`src/hw/sc_type_b_map.vh`:
```
// How it works
// - Control register zero bit 7 picks 16 or 32 feedback capacitor units.
// - Phase-swap set makes internal phase one follow external phase two, and back.
// - With phase-swap and sample-hold disable clear, an enabled output joins the output bus only during the last half of phase two.
// - Phase-swap set connects the output bus for the whole of phase two.
// - Global sample-hold disable connects every enabled output for all of phase two.
// - Comparator latch captures on one phase's fall, presents on the other's rise.
// - Comparator bus value holds steady between consecutive output events.
// - Swap clear: capture falling phase two, output rising phase one; set: reversed.
// - Control zero bit 5 swaps which internal phase samples input and reference.
// - Control zero bits 4..0 give the A-path capacitor as 0 to 31 units.
// - Control one bits 7..5 select A input; 100 is high reference; 110, 111 reserved.
// - Control one bits 4..0 give the B-path capacitor as 0 to 31 units.
// - Each block has control zero and one at fixed offsets, same in both banks.
// - Phase-swap also shapes the analog column bus drive with the column-bus enable.
// - Column-bus enable clear tri-states the bus; set lets phase-swap choose gating.
// - A comparator column bus with no driver is pulled low.
`ifndef SC_TYPE_B_MAP_VH
`define SC_TYPE_B_MAP_VH

// Register indices; the byte address on the bus is four times the index.
`define BLK_B11_CTRL0_IDX 8'h84
`define BLK_B11_CTRL1_IDX 8'h85
`define BLK_B13_CTRL0_IDX 8'h8c
`define BLK_B13_CTRL1_IDX 8'h8d
`define BLK_B20_CTRL0_IDX 8'h90
`define BLK_B20_CTRL1_IDX 8'h91
`define BLK_B22_CTRL0_IDX 8'h98
`define BLK_B22_CTRL1_IDX 8'h99
`define BLK_AUX_CTRL_IDX  8'h60
`define BLK_STATUS_IDX    8'h61

// Control register zero fields.
`define CTRL0_FEEDBACK_CAP_SIZE_BIT    7
`define CTRL0_SWAP_BIT    6
`define CTRL0_APLATE_BIT  5
`define CTRL0_A_PATH_CAP_UNITS_MSB    4
`define CTRL0_A_PATH_CAP_UNITS_LSB    0

// Control register one fields.
`define CTRL1_A_INPUT_SELECT_MSB    7
`define CTRL1_A_INPUT_SELECT_LSB    5
`define CTRL1_B_PATH_CAP_UNITS_MSB    4
`define CTRL1_B_PATH_CAP_UNITS_LSB    0

// Auxiliary control fields.
`define AUX_COLBUS_LSB    0
`define AUX_OUTBUS_LSB    4
`define AUX_CMPBUS_LSB    8
`define AUX_SAMPLE_HOLD_DISABLE_BIT     12
`define AUX_WIDTH         13

// Reset values.
`define CTRL_RESET        8'h00
`define AUX_RESET         13'h0000

// Encodings.
`define FEEDBACK_CAP_SIZE_UNITS_SMALL  6'h10
`define FEEDBACK_CAP_SIZE_UNITS_LARGE  6'h20
`define A_INPUT_SELECT_HIGH_REF     3'h4
`define A_INPUT_SELECT_RSVD_A       3'h6
`define A_INPUT_SELECT_RSVD_B       3'h7

// AXI responses.
`define RESP_OKAY         2'h0
`define RESP_SLVERR       2'h2

`endif

```
`src/hw/sc_type_b_control_regs.v`:
```
`timescale 1ns/10ps
`include "sc_type_b_map.vh"

module sc_type_b_control_regs #(
  parameter NUM_BLK = 4
) (
  input  wire                 i_core_clk,
  input  wire                 i_sys_rst,
  // AXI4-Lite write address channel.
  input  wire [11:0]          i_awaddr,
  input  wire                 i_awvalid,
  output wire                 o_awready,
  // AXI4-Lite write data channel.
  input  wire [31:0]          i_wdata,
  input  wire [3:0]           i_wstrb,
  input  wire                 i_wvalid,
  output wire                 o_wready,
  // AXI4-Lite write response channel.
  output wire [1:0]           o_bresp,
  output wire                 o_bvalid,
  input  wire                 i_bready,
  // AXI4-Lite read channels.
  input  wire [11:0]          i_araddr,
  input  wire                 i_arvalid,
  output wire                 o_arready,
  output wire [31:0]          o_rdata,
  output wire [1:0]           o_rresp,
  output wire                 o_rvalid,
  input  wire                 i_rready,
  // External two-phase clocks and their late-half marker.
  input  wire                 i_ext_phase_one,
  input  wire                 i_ext_phase_two,
  input  wire                 i_phase_two_late_half,
  // Raw comparator outputs, one per block.
  input  wire [NUM_BLK-1:0]   i_comp_out,
  // Analog switch controls, packed per block.
  output wire [6*NUM_BLK-1:0] o_feedback_cap_units,
  output wire [5*NUM_BLK-1:0] o_a_path_cap_units,
  output wire [5*NUM_BLK-1:0] o_b_path_cap_units,
  output wire [3*NUM_BLK-1:0] o_a_input_select,
  output wire [NUM_BLK-1:0]   o_a_input_reserved,
  output wire [NUM_BLK-1:0]   o_a_input_high_reference,
  output wire [NUM_BLK-1:0]   o_int_phase_one,
  output wire [NUM_BLK-1:0]   o_int_phase_two,
  output wire [NUM_BLK-1:0]   o_a_sample_input,
  output wire [NUM_BLK-1:0]   o_a_sample_reference,
  output wire [NUM_BLK-1:0]   o_out_bus_connect,
  output wire [NUM_BLK-1:0]   o_column_bus_gate,
  output wire [NUM_BLK-1:0]   o_column_bus_oe,
  output wire [NUM_BLK-1:0]   o_comparator_column_bus
);

  localparam SEL_NONE = 4'hf;
  localparam SEL_AUX  = 4'h8;
  localparam SEL_STAT = 4'h9;

  // Maps a byte address to a register select: 0..3 control zero, 4..7 control one.
  function [3:0] reg_select;
    input [11:0] addr;
    reg   [9:0]  idx;
    begin
      idx = addr[11:2];
      if (addr[1:0] != 2'h0) begin
        reg_select = SEL_NONE;
      end else if (idx == {2'h0, `BLK_B11_CTRL0_IDX}) begin
        reg_select = 4'h0;
      end else if (idx == {2'h0, `BLK_B13_CTRL0_IDX}) begin
        reg_select = 4'h1;
      end else if (idx == {2'h0, `BLK_B20_CTRL0_IDX}) begin
        reg_select = 4'h2;
      end else if (idx == {2'h0, `BLK_B22_CTRL0_IDX}) begin
        reg_select = 4'h3;
      end else if (idx == {2'h0, `BLK_B11_CTRL1_IDX}) begin
        reg_select = 4'h4;
      end else if (idx == {2'h0, `BLK_B13_CTRL1_IDX}) begin
        reg_select = 4'h5;
      end else if (idx == {2'h0, `BLK_B20_CTRL1_IDX}) begin
        reg_select = 4'h6;
      end else if (idx == {2'h0, `BLK_B22_CTRL1_IDX}) begin
        reg_select = 4'h7;
      end else if (idx == {2'h0, `BLK_AUX_CTRL_IDX}) begin
        reg_select = SEL_AUX;
      end else if (idx == {2'h0, `BLK_STATUS_IDX}) begin
        reg_select = SEL_STAT;
      end else begin
        reg_select = SEL_NONE;
      end
    end
  endfunction

  // Register storage.
  reg  [7:0]            ctrl0_ff [0:3];
  reg  [7:0]            ctrl1_ff [0:3];
  reg  [`AUX_WIDTH-1:0] aux_ff;

  // Write channel holding registers.
  reg                   aw_hold_ff;
  reg  [11:0]           awaddr_ff;
  reg                   w_hold_ff;
  reg  [31:0]           wdata_ff;
  reg  [3:0]            wstrb_ff;
  reg                   bvalid_ff;
  reg  [1:0]            bresp_ff;

  // Read channel registers.
  reg                   rvalid_ff;
  reg  [31:0]           rdata_ff;
  reg  [1:0]            rresp_ff;
  reg  [31:0]           nxt_rdata;
  reg  [1:0]            nxt_rresp;

  // Previous samples of the external phases for edge detection.
  reg                   ext_one_d_ff;
  reg                   ext_two_d_ff;

  // Per-block phase logic state.
  reg  [NUM_BLK-1:0]    int_one_ff;
  reg  [NUM_BLK-1:0]    int_two_ff;
  reg  [NUM_BLK-1:0]    smp_in_ff;
  reg  [NUM_BLK-1:0]    smp_ref_ff;
  reg  [NUM_BLK-1:0]    out_conn_ff;
  reg  [NUM_BLK-1:0]    col_gate_ff;
  reg  [NUM_BLK-1:0]    col_oe_ff;
  reg  [NUM_BLK-1:0]    cmp_capt_ff;
  reg  [NUM_BLK-1:0]    cmp_held_ff;
  reg  [NUM_BLK-1:0]    cmp_bus_ff;

  wire                  wr_commit;
  wire [3:0]            wr_sel;
  wire [3:0]            rd_sel;
  integer               i;

  // Address and data may arrive in either order; each is parked until both are in.
  assign o_awready = ~aw_hold_ff & ~bvalid_ff;
  assign o_wready  = ~w_hold_ff & ~bvalid_ff;
  assign o_bvalid  = bvalid_ff;
  assign o_bresp   = bresp_ff;
  assign o_arready = ~rvalid_ff;
  assign o_rvalid  = rvalid_ff;
  assign o_rdata   = rdata_ff;
  assign o_rresp   = rresp_ff;
  assign wr_commit = aw_hold_ff & w_hold_ff & ~bvalid_ff;
  assign wr_sel    = reg_select(awaddr_ff);
  assign rd_sel    = reg_select(i_araddr);

  // Write channel capture and response.
  always @(posedge i_core_clk) begin
    if (i_sys_rst) begin
      aw_hold_ff <= 1'b0;
      awaddr_ff  <= 12'h000;
      w_hold_ff  <= 1'b0;
      wdata_ff   <= 32'h00000000;
      wstrb_ff   <= 4'h0;
      bvalid_ff  <= 1'b0;
      bresp_ff   <= `RESP_OKAY;
    end else begin
      if (i_awvalid && o_awready) begin
        aw_hold_ff <= 1'b1;
        awaddr_ff  <= i_awaddr;
      end
      if (i_wvalid && o_wready) begin
        w_hold_ff <= 1'b1;
        wdata_ff  <= i_wdata;
        wstrb_ff  <= i_wstrb;
      end
      if (wr_commit) begin
        aw_hold_ff <= 1'b0;
        w_hold_ff  <= 1'b0;
        bvalid_ff  <= 1'b1;
        bresp_ff   <= (wr_sel == SEL_NONE) ? `RESP_SLVERR : `RESP_OKAY;
      end else if (bvalid_ff && i_bready) begin
        bvalid_ff <= 1'b0;
      end
    end
  end

  // Register file; byte lane zero carries every 8-bit register.
  always @(posedge i_core_clk) begin
    if (i_sys_rst) begin
      for (i = 0; i < 4; i = i + 1) begin
        ctrl0_ff[i] <= `CTRL_RESET;
        ctrl1_ff[i] <= `CTRL_RESET;
      end
      aux_ff <= `AUX_RESET;
    end else if (wr_commit) begin
      for (i = 0; i < 4; i = i + 1) begin
        if (wr_sel == i[3:0] && wstrb_ff[0]) begin
          ctrl0_ff[i] <= wdata_ff[7:0];
        end
        if (wr_sel == (i[3:0] + 4'h4) && wstrb_ff[0]) begin
          ctrl1_ff[i] <= wdata_ff[7:0];
        end
      end
      if (wr_sel == SEL_AUX) begin
        if (wstrb_ff[0]) begin
          aux_ff[7:0] <= wdata_ff[7:0];
        end
        if (wstrb_ff[1]) begin
          aux_ff[`AUX_WIDTH-1:8] <= wdata_ff[`AUX_WIDTH-1:8];
        end
      end
    end
  end

  // Read data multiplexer; unused upper bits read as zero.
  always @* begin
    nxt_rdata = 32'h00000000;
    nxt_rresp = `RESP_OKAY;
    if (rd_sel < 4'h4) begin
      nxt_rdata[7:0] = ctrl0_ff[rd_sel[1:0]];
    end else if (rd_sel < SEL_AUX) begin
      nxt_rdata[7:0] = ctrl1_ff[rd_sel[1:0]];
    end else if (rd_sel == SEL_AUX) begin
      nxt_rdata[`AUX_WIDTH-1:0] = aux_ff;
    end else if (rd_sel == SEL_STAT) begin
      nxt_rdata[15:0] = {out_conn_ff, cmp_bus_ff, int_two_ff, int_one_ff};
    end else begin
      nxt_rresp = `RESP_SLVERR;
    end
  end

  // Read channel: the answer is registered on the same edge that takes the address.
  always @(posedge i_core_clk) begin
    if (i_sys_rst) begin
      rvalid_ff <= 1'b0;
      rdata_ff  <= 32'h00000000;
      rresp_ff  <= `RESP_OKAY;
    end else if (i_arvalid && o_arready) begin
      rvalid_ff <= 1'b1;
      rdata_ff  <= nxt_rdata;
      rresp_ff  <= nxt_rresp;
    end else if (rvalid_ff && i_rready) begin
      rvalid_ff <= 1'b0;
    end
  end

  // The external phases are shared by all blocks, so one edge history serves them all.
  always @(posedge i_core_clk) begin
    if (i_sys_rst) begin
      ext_one_d_ff <= 1'b0;
      ext_two_d_ff <= 1'b0;
    end else begin
      ext_one_d_ff <= i_ext_phase_one;
      ext_two_d_ff <= i_ext_phase_two;
    end
  end

  // Per-block phase steering, bus gating and comparator latch.
  genvar g;
  generate
    for (g = 0; g < NUM_BLK; g = g + 1) begin : blk
      wire       swap      = ctrl0_ff[g][`CTRL0_SWAP_BIT];
      wire       aplate    = ctrl0_ff[g][`CTRL0_APLATE_BIT];
      wire       colbus_en = aux_ff[`AUX_COLBUS_LSB + g];
      wire       outbus_en = aux_ff[`AUX_OUTBUS_LSB + g];
      wire       cmpbus_en = aux_ff[`AUX_CMPBUS_LSB + g];
      wire       sample_hold_disable     = aux_ff[`AUX_SAMPLE_HOLD_DISABLE_BIT];
      wire [2:0] a_input_select      = ctrl1_ff[g][`CTRL1_A_INPUT_SELECT_MSB:`CTRL1_A_INPUT_SELECT_LSB];
      // Internal phases follow the external ones or the swapped pair.
      wire       int_one   = swap ? i_ext_phase_two : i_ext_phase_one;
      wire       int_two   = swap ? i_ext_phase_one : i_ext_phase_two;
      // Capture on falling internal phase two, present on rising internal phase one.
      wire       capt_ev   = swap ? (ext_one_d_ff & ~i_ext_phase_one)
                                  : (ext_two_d_ff & ~i_ext_phase_two);
      wire       out_ev    = swap ? (~ext_two_d_ff & i_ext_phase_two)
                                  : (~ext_one_d_ff & i_ext_phase_one);
      // The late-half marker belongs to the external phase two; with swap the whole phase is used anyway.
      wire       late_ok   = swap | sample_hold_disable | i_phase_two_late_half;

      // Static capacitor and mux settings are wired straight from the register bits.
      assign o_feedback_cap_units[6*g +: 6] = ctrl0_ff[g][`CTRL0_FEEDBACK_CAP_SIZE_BIT] ?
                                              `FEEDBACK_CAP_SIZE_UNITS_LARGE : `FEEDBACK_CAP_SIZE_UNITS_SMALL;
      assign o_a_path_cap_units[5*g +: 5] = ctrl0_ff[g][`CTRL0_A_PATH_CAP_UNITS_MSB:`CTRL0_A_PATH_CAP_UNITS_LSB];
      assign o_b_path_cap_units[5*g +: 5] = ctrl1_ff[g][`CTRL1_B_PATH_CAP_UNITS_MSB:`CTRL1_B_PATH_CAP_UNITS_LSB];
      assign o_a_input_select[3*g +: 3]   = a_input_select;
      assign o_a_input_reserved[g]        = (a_input_select == `A_INPUT_SELECT_RSVD_A) | (a_input_select == `A_INPUT_SELECT_RSVD_B);
      assign o_a_input_high_reference[g]  = (a_input_select == `A_INPUT_SELECT_HIGH_REF);

      // Phase-driven outputs are registered so the analog switches see clean levels.
      always @(posedge i_core_clk) begin
        if (i_sys_rst) begin
          int_one_ff[g]  <= 1'b0;
          int_two_ff[g]  <= 1'b0;
          smp_in_ff[g]   <= 1'b0;
          smp_ref_ff[g]  <= 1'b0;
          out_conn_ff[g] <= 1'b0;
          col_gate_ff[g] <= 1'b0;
          col_oe_ff[g]   <= 1'b0;
        end else begin
          int_one_ff[g]  <= int_one;
          int_two_ff[g]  <= int_two;
          smp_in_ff[g]   <= aplate ? int_two : int_one;
          smp_ref_ff[g]  <= aplate ? int_one : int_two;
          out_conn_ff[g] <= outbus_en & int_two & late_ok;
          col_oe_ff[g]   <= colbus_en;
          col_gate_ff[g] <= colbus_en & (swap | (int_two & i_phase_two_late_half));
        end
      end

      // Comparator latch: the held value changes only at an output event.
      always @(posedge i_core_clk) begin
        if (i_sys_rst) begin
          cmp_capt_ff[g] <= 1'b0;
          cmp_held_ff[g] <= 1'b0;
          cmp_bus_ff[g]  <= 1'b0;
        end else begin
          if (capt_ev) begin
            cmp_capt_ff[g] <= i_comp_out[g];
          end
          if (out_ev) begin
            cmp_held_ff[g] <= cmp_capt_ff[g];
          end
          // Each block owns its column, so an undriven bus is simply held low.
          cmp_bus_ff[g] <= cmpbus_en & cmp_held_ff[g];
        end
      end
    end
  endgenerate

  assign o_int_phase_one         = int_one_ff;
  assign o_int_phase_two         = int_two_ff;
  assign o_a_sample_input        = smp_in_ff;
  assign o_a_sample_reference    = smp_ref_ff;
  assign o_out_bus_connect       = out_conn_ff;
  assign o_column_bus_gate       = col_gate_ff;
  assign o_column_bus_oe         = col_oe_ff;
  assign o_comparator_column_bus = cmp_bus_ff;

endmodule

```
`config.mk`:
```
export PLATFORM = sky130hd
export DESIGN_NAME = sc_type_b_control_regs
export DESIGN_NICKNAME = d
export VERILOG_FILES = /design/src/hw/sc_type_b_control_regs.v
export VERILOG_INCLUDE_DIRS = /design/src /design/src/hw
export SDC_FILE = /design/constraint.sdc
export NUM_CORES = 1
export LEC_CHECK = 0
export ABC_AREA = 1
export ABC_CLOCK_PERIOD_IN_PS = 4600
export BUFFER_PORTS_ARGS = -buffer_cell sky130_fd_sc_hd__buf_2
export CAP_MARGIN = 5
export CORE_MARGIN = 5
export CORE_UTILIZATION = 56
export CTS_CLUSTER_SIZE = 12
export DETAILED_ROUTE_END_ITERATION = 7
export GPL_ROUTABILITY_DRIVEN = 0
export HOLD_SLACK_MARGIN = 0.08
export PLACE_DENSITY = 0.88
export SYNTH_ARGS = -nofsm -noshare
export SYNTH_HDL_FRONTEND = slang
export SYNTH_SLANG_ARGS = --single-unit
export TNS_END_PERCENT = 5
```
`constraint.sdc`:
```
create_clock -name i_core_clk -period 4.6 [get_ports i_core_clk]
set_input_delay 0.46 -clock i_core_clk [delete_from_list [all_inputs] [get_ports i_core_clk]]
set_output_delay 0.46 -clock i_core_clk [all_outputs]
set_load 0.1 [all_outputs]
```
# [Word-level counts from Yosys, hierarchy flattened]
# Memories as Yosys holds them, arrays and structs flattened.
# Cells that the tools add are included.
[word_totals] ram_bits=64 word_cells=290 ff_bits=106 latchBits=0 romBits=0 input_bits=74 memories=2 output_inout_bits=157
[memory_table] name="ctrl0_ff" depth=4 word_bits=8 read_ports=5 rd_clocked_by_memory_dff=0 write_ports=4 line="sc_type_b_control_regs.v:92" source="reg [7:0] ctrl0_ff [0:3];"
[memory_table] name="ctrl1_ff" depth=4 word_bits=8 read_ports=5 rd_clocked_by_memory_dff=0 write_ports=4 line="sc_type_b_control_regs.v:93" source="reg [7:0] ctrl1_ff [0:3];"
[op_classes] n_bitwise=60 eq_ne=43 n_mux=108 magnitude_cmp=2 mul=0 n_addsub=0 shift=0 n_div=0 reduce_logical=21
[op_table] op="$eq 10x8->1 const B" n=16
[op_table] op="$mux 8" n=12
[op_table] op="$mux 4" n=18
[op_table] op="$mux 1" n=62
[op_table] op="$eq 10x7->1 const B" n=4
[op_table] op="$eq 3x3->1 const B" n=12
[op_table] op="$and 1x1->1" n=28
[op_table] op="$mux 6" n=4
[op_table] op="$or 1x1->1" n=24
[op_table] op="$eq 4x3->1 const B" n=4
[op_table] op="$eq 4x4->1 const B" n=4
[op_table] op="$mux 16" n=1
[op_table] op="$mux 3" n=5
[op_table] op="$logic_and 1x1->1" n=13
[op_table] op="$mux 13" n=1
[op_table] op="$mux 2" n=5
[op_table] op="$eq 4x2->1 const B" n=2
[op_table] op="$not 1->1" n=8
[op_table] op="$reduce_bool 2->1" n=4
[op_table] op="$reduce_and 3->1" n=2
[op_table] op="$eq 4x1->1 const B" n=1
[op_table] op="$logic_not 4->1" n=1
[op_table] op="$lt 4x3->1 const B" n=1
[op_table] op="$lt 4x4->1 const B" n=1
[op_table] op="$reduce_or 2->1" n=1

# [Longest topological paths before layout]
[logic_depth] ltp_word=19 depth_mapped=16 depth_no_buf=16

# [Worst setup path after synthesis]
# No wires, ideal clock.
[synth_path] path_type="register -> output" start="memory ctrl1_ff[2][7]" end="output o_a_input_high_reference[2]" slack_ps=1009 path_stages_with_launch=3 n_path_buf=0 t_required_ps=4140 arrival_ps=3131 cell_sequence="edfxtp_1 -> inv_1 -> nor3_1"
[synth_rtl] item="start: declaration" line="sc_type_b_control_regs.v:93"
[synth_rtl] item="end: declaration" line="sc_type_b_control_regs.v:42" source="output wire [NUM_BLK-1:0] o_a_input_high_reference,"

==> results.txt <==
CP required: 4.65 ns
Total die area: 16750 um^2
Crit Path Class: flip-flop to flip-flop
Filler cells: 1099
Total wire length: 22340 um
Yosys top cell area share: 0.2606
PD cells: 410.2 nW/um^2
RSZ-0062 raised after global routing: false
Maximum clock frequency: 383.5 MHz
Routed vias: 7296
HP Class: input port to flip-flop
Worst-path clk slew: 0.06 ns
Area of the multi-input gates: 3151 um^2
Via-to-Cell Ratio: 5.333
Hold Crit Start: i_comp_out[1]
Synthesized flop and latch total: 168
Critical path arrival: 2.66 ns
Crit path max fanout: 8
Fraction of layout cells with a size suffix above 1: 0.2239
Yosys top cell by area: dfxtp_1
Ys async rst share: 0
Post-CTS setup repair buffer count: 0
N_diodes: 0
Post-route cell area: 9437 um^2
Clock Latency Late Sink: 0.44 ns
Synth cell types: 37
Worst Setup SP: awaddr_ff[11]$_SDFFE_PP0P_
Most frequent cells after synthesis: nor2_1, nand2_1, inv_1, dfxtp_1, nand3_1
VDD IR-drop max: 0.2870 mV
Final core utilization: 0.6772
TritonCTS clock tree: yes
Core area: 13930 um^2
Placed cells: 1336
Clk buf depth: 2
Count of pins over their slew limit: 0
# DRC: 0
Hpwl dp: 15840 um
Largest net degree at the start of global routing: 55
Worst Tran Pin Value: 0.9206 ns
Num ports: 231
Global-route usage over all layers: 0.2617
Global-route wire length before repair: 33790 um
I/O Buffers: 175
Startpoint Class: flip-flop
Chip width: 129.4 um
Sequential area share after synthesis: 0.5012
Hold buffer count at CTS: 0
Register area: 4004 um^2
Synth Warn #: 0
Final TNS setup: 0 ns
Row cnt: 43
Setup violations, final: 0
Worst-case headroom to the max-slew limit: 0.3822
# Max-Cap Violations: 0
Post-route ant nets: 0
Global route overflow: 0
CTS Buf Count: 17
Clock Tree Root: clkbuf_16
Min cycle time layout: 2.608 ns
Post-synthesis cell area: 7989 um^2
Clock Skew: 0.008918 ns
Leakage: 0.004383 uW
Area growth from synthesis to layout: 18.12%
Wire length per cell: 16.33 um
Fin nets: 1249
Starting Density: 0.5733
DR pass1 iterations: 5
Status: finished clean
Clk sinks: 168
Antenna violations before repair: 0
Most used DFF post-synth: dfxtp_1
H-tree depth: 4
Final hold viol count: 0
Fin crit share: 0.5669
Fin cells: 1368
Final setup margin: 1.992 ns
Drt first-iter violations: 944
Area of placed instances: 8791 um^2
Pre-CTS WS: 1.688 ns
Die Span Y: 129.4 um
Most frequent cell after synthesis: nor2_1
Reg-to-reg critical path startpoint: awaddr_ff[11]$_SDFFE_PP0P_
Post_cts resized: 0
EDFF count, synth: 64
Mapped Cells: 1016
Vias in the first global route: 6657
Top post-synthesis cells by area: dfxtp_1, edfxtp_1, nor2_1
Mean Syn Cell Area: 7.863 um^2
Crit end category: flip-flop
## state kept, by name, summed over array words and instances, names as in the netlist, 2 cells and up
name	count
o_column_bus_gate	4
awaddr_ff	12
o_rdata	16
o_int_phase_one	4
o_a_sample_input	4
o_out_bus_connect	4
o_a_sample_reference	4
o_int_phase_two	4
ctrl0_ff	32
wdata_ff	13
cmp_held_ff	4
o_comparator_column_bus	4
cmp_capt_ff	4
aux_ff	13
ctrl1_ff	32
o_column_bus_oe	4
wstrb_ff	2
## metrics by stage
stage	hold slack (ns)	power, uW
final	0.2557	3871
after global placement	0.4249	2352
after detailed placement	0.4234	2363
after CTS	0.2505	3861
after floorplan	0.4130	2261
after global routing	0.2575	3982
## power breakdown
| group | switching [uW] | total (uW) | internal (uW) |
|---|---|---|---|
| Sequential | 40.2 | 1650 | 1610 |
| Combinational | 599 | 692 | 93.4 |
| Clock | 587 | 1530 | 945 |
| Total | 1230 | 3870 | 2640 |
## worst max-delay path, stage by stage (launching register included)
cell and delay (ns):
dfxtp_1 0.31, nor2_1 0.21, inv_1 0.09, o21ai_1 0.17
nand2_1 0.14, nor2_1 0.12, inv_1 0.06, nor2_1 0.11
inv_2 0.07, nor2_4 0.17, inv_1 0.06, o21ai_1 0.71
## cells in the final DEF, fill, tap and decap left out, types with 24 or more instances in the layout
master	netlist	routed
nor2_1	194	194
buf_2	8	175
nand2_1	136	136
inv_1	114	114
dfxtp_1	104	104
nand3_1	85	85
o21ai_0	69	68
a21oi_1	64	64
edfxtp_1	64	64
conb_1	1	34
nor3_1	24	24
## worst paths after layout
path | slack [ns] | to | cells past startpoint
hold reg to reg | 0.43 | o_comparator_column_bus[3]$_SDFF_PP0_ | 2
setup reg to reg | 1.99 | ctrl0_ff[0][4]$_SDFFCE_PN0P_ | 11
setup / recovery | 1.99 | ctrl0_ff[0][4]$_SDFFCE_PN0P_ | 11
hold / removal | 0.26 | cmp_capt_ff[1]$_SDFFE_PP0P_ | 3
## routing by layer
| metal | track usage | wire length (um) | vias to the layer above |
|---|---|---|---|
| met4 | 0.1119 | 737 | 0 |
| met1 | 0.3303 | 8673 | 3287 |
| met2 | 0.4238 | 10490 | 420 |
| li1 | - | - | 3525 |
| met3 | 0.07337 | 2439 | 64 |
| met5 | 0 | 0 | - |
## cell families (layout without fill, tap and decap cells)
kind of cell | Yosys count | count (layout) | synth area share
buffers and inverters | 206 | 345 | 0.1200
other | 1 | 34 | 0.0004694
DFF | 168 | 168 | 0.5012
AOI/OAI and AO/OA | 151 | 151 | 0.1009
and+or+nand+nor | 490 | 490 | 0.2775
## cell type report
class / instances / share of cell area
Timing Repair Buffer: 178 / 0.09520
Inverter: 135 / 0.05436
Sequential cell: 168 / 0.4243
Clock buffer: 25 / 0.05821
Tap cell: 180 / 0.02387
Multi-Input combinational cell: 675 / 0.3339
Clock inverter: 7 / 0.01021
(Power assumes the default switching activity.)
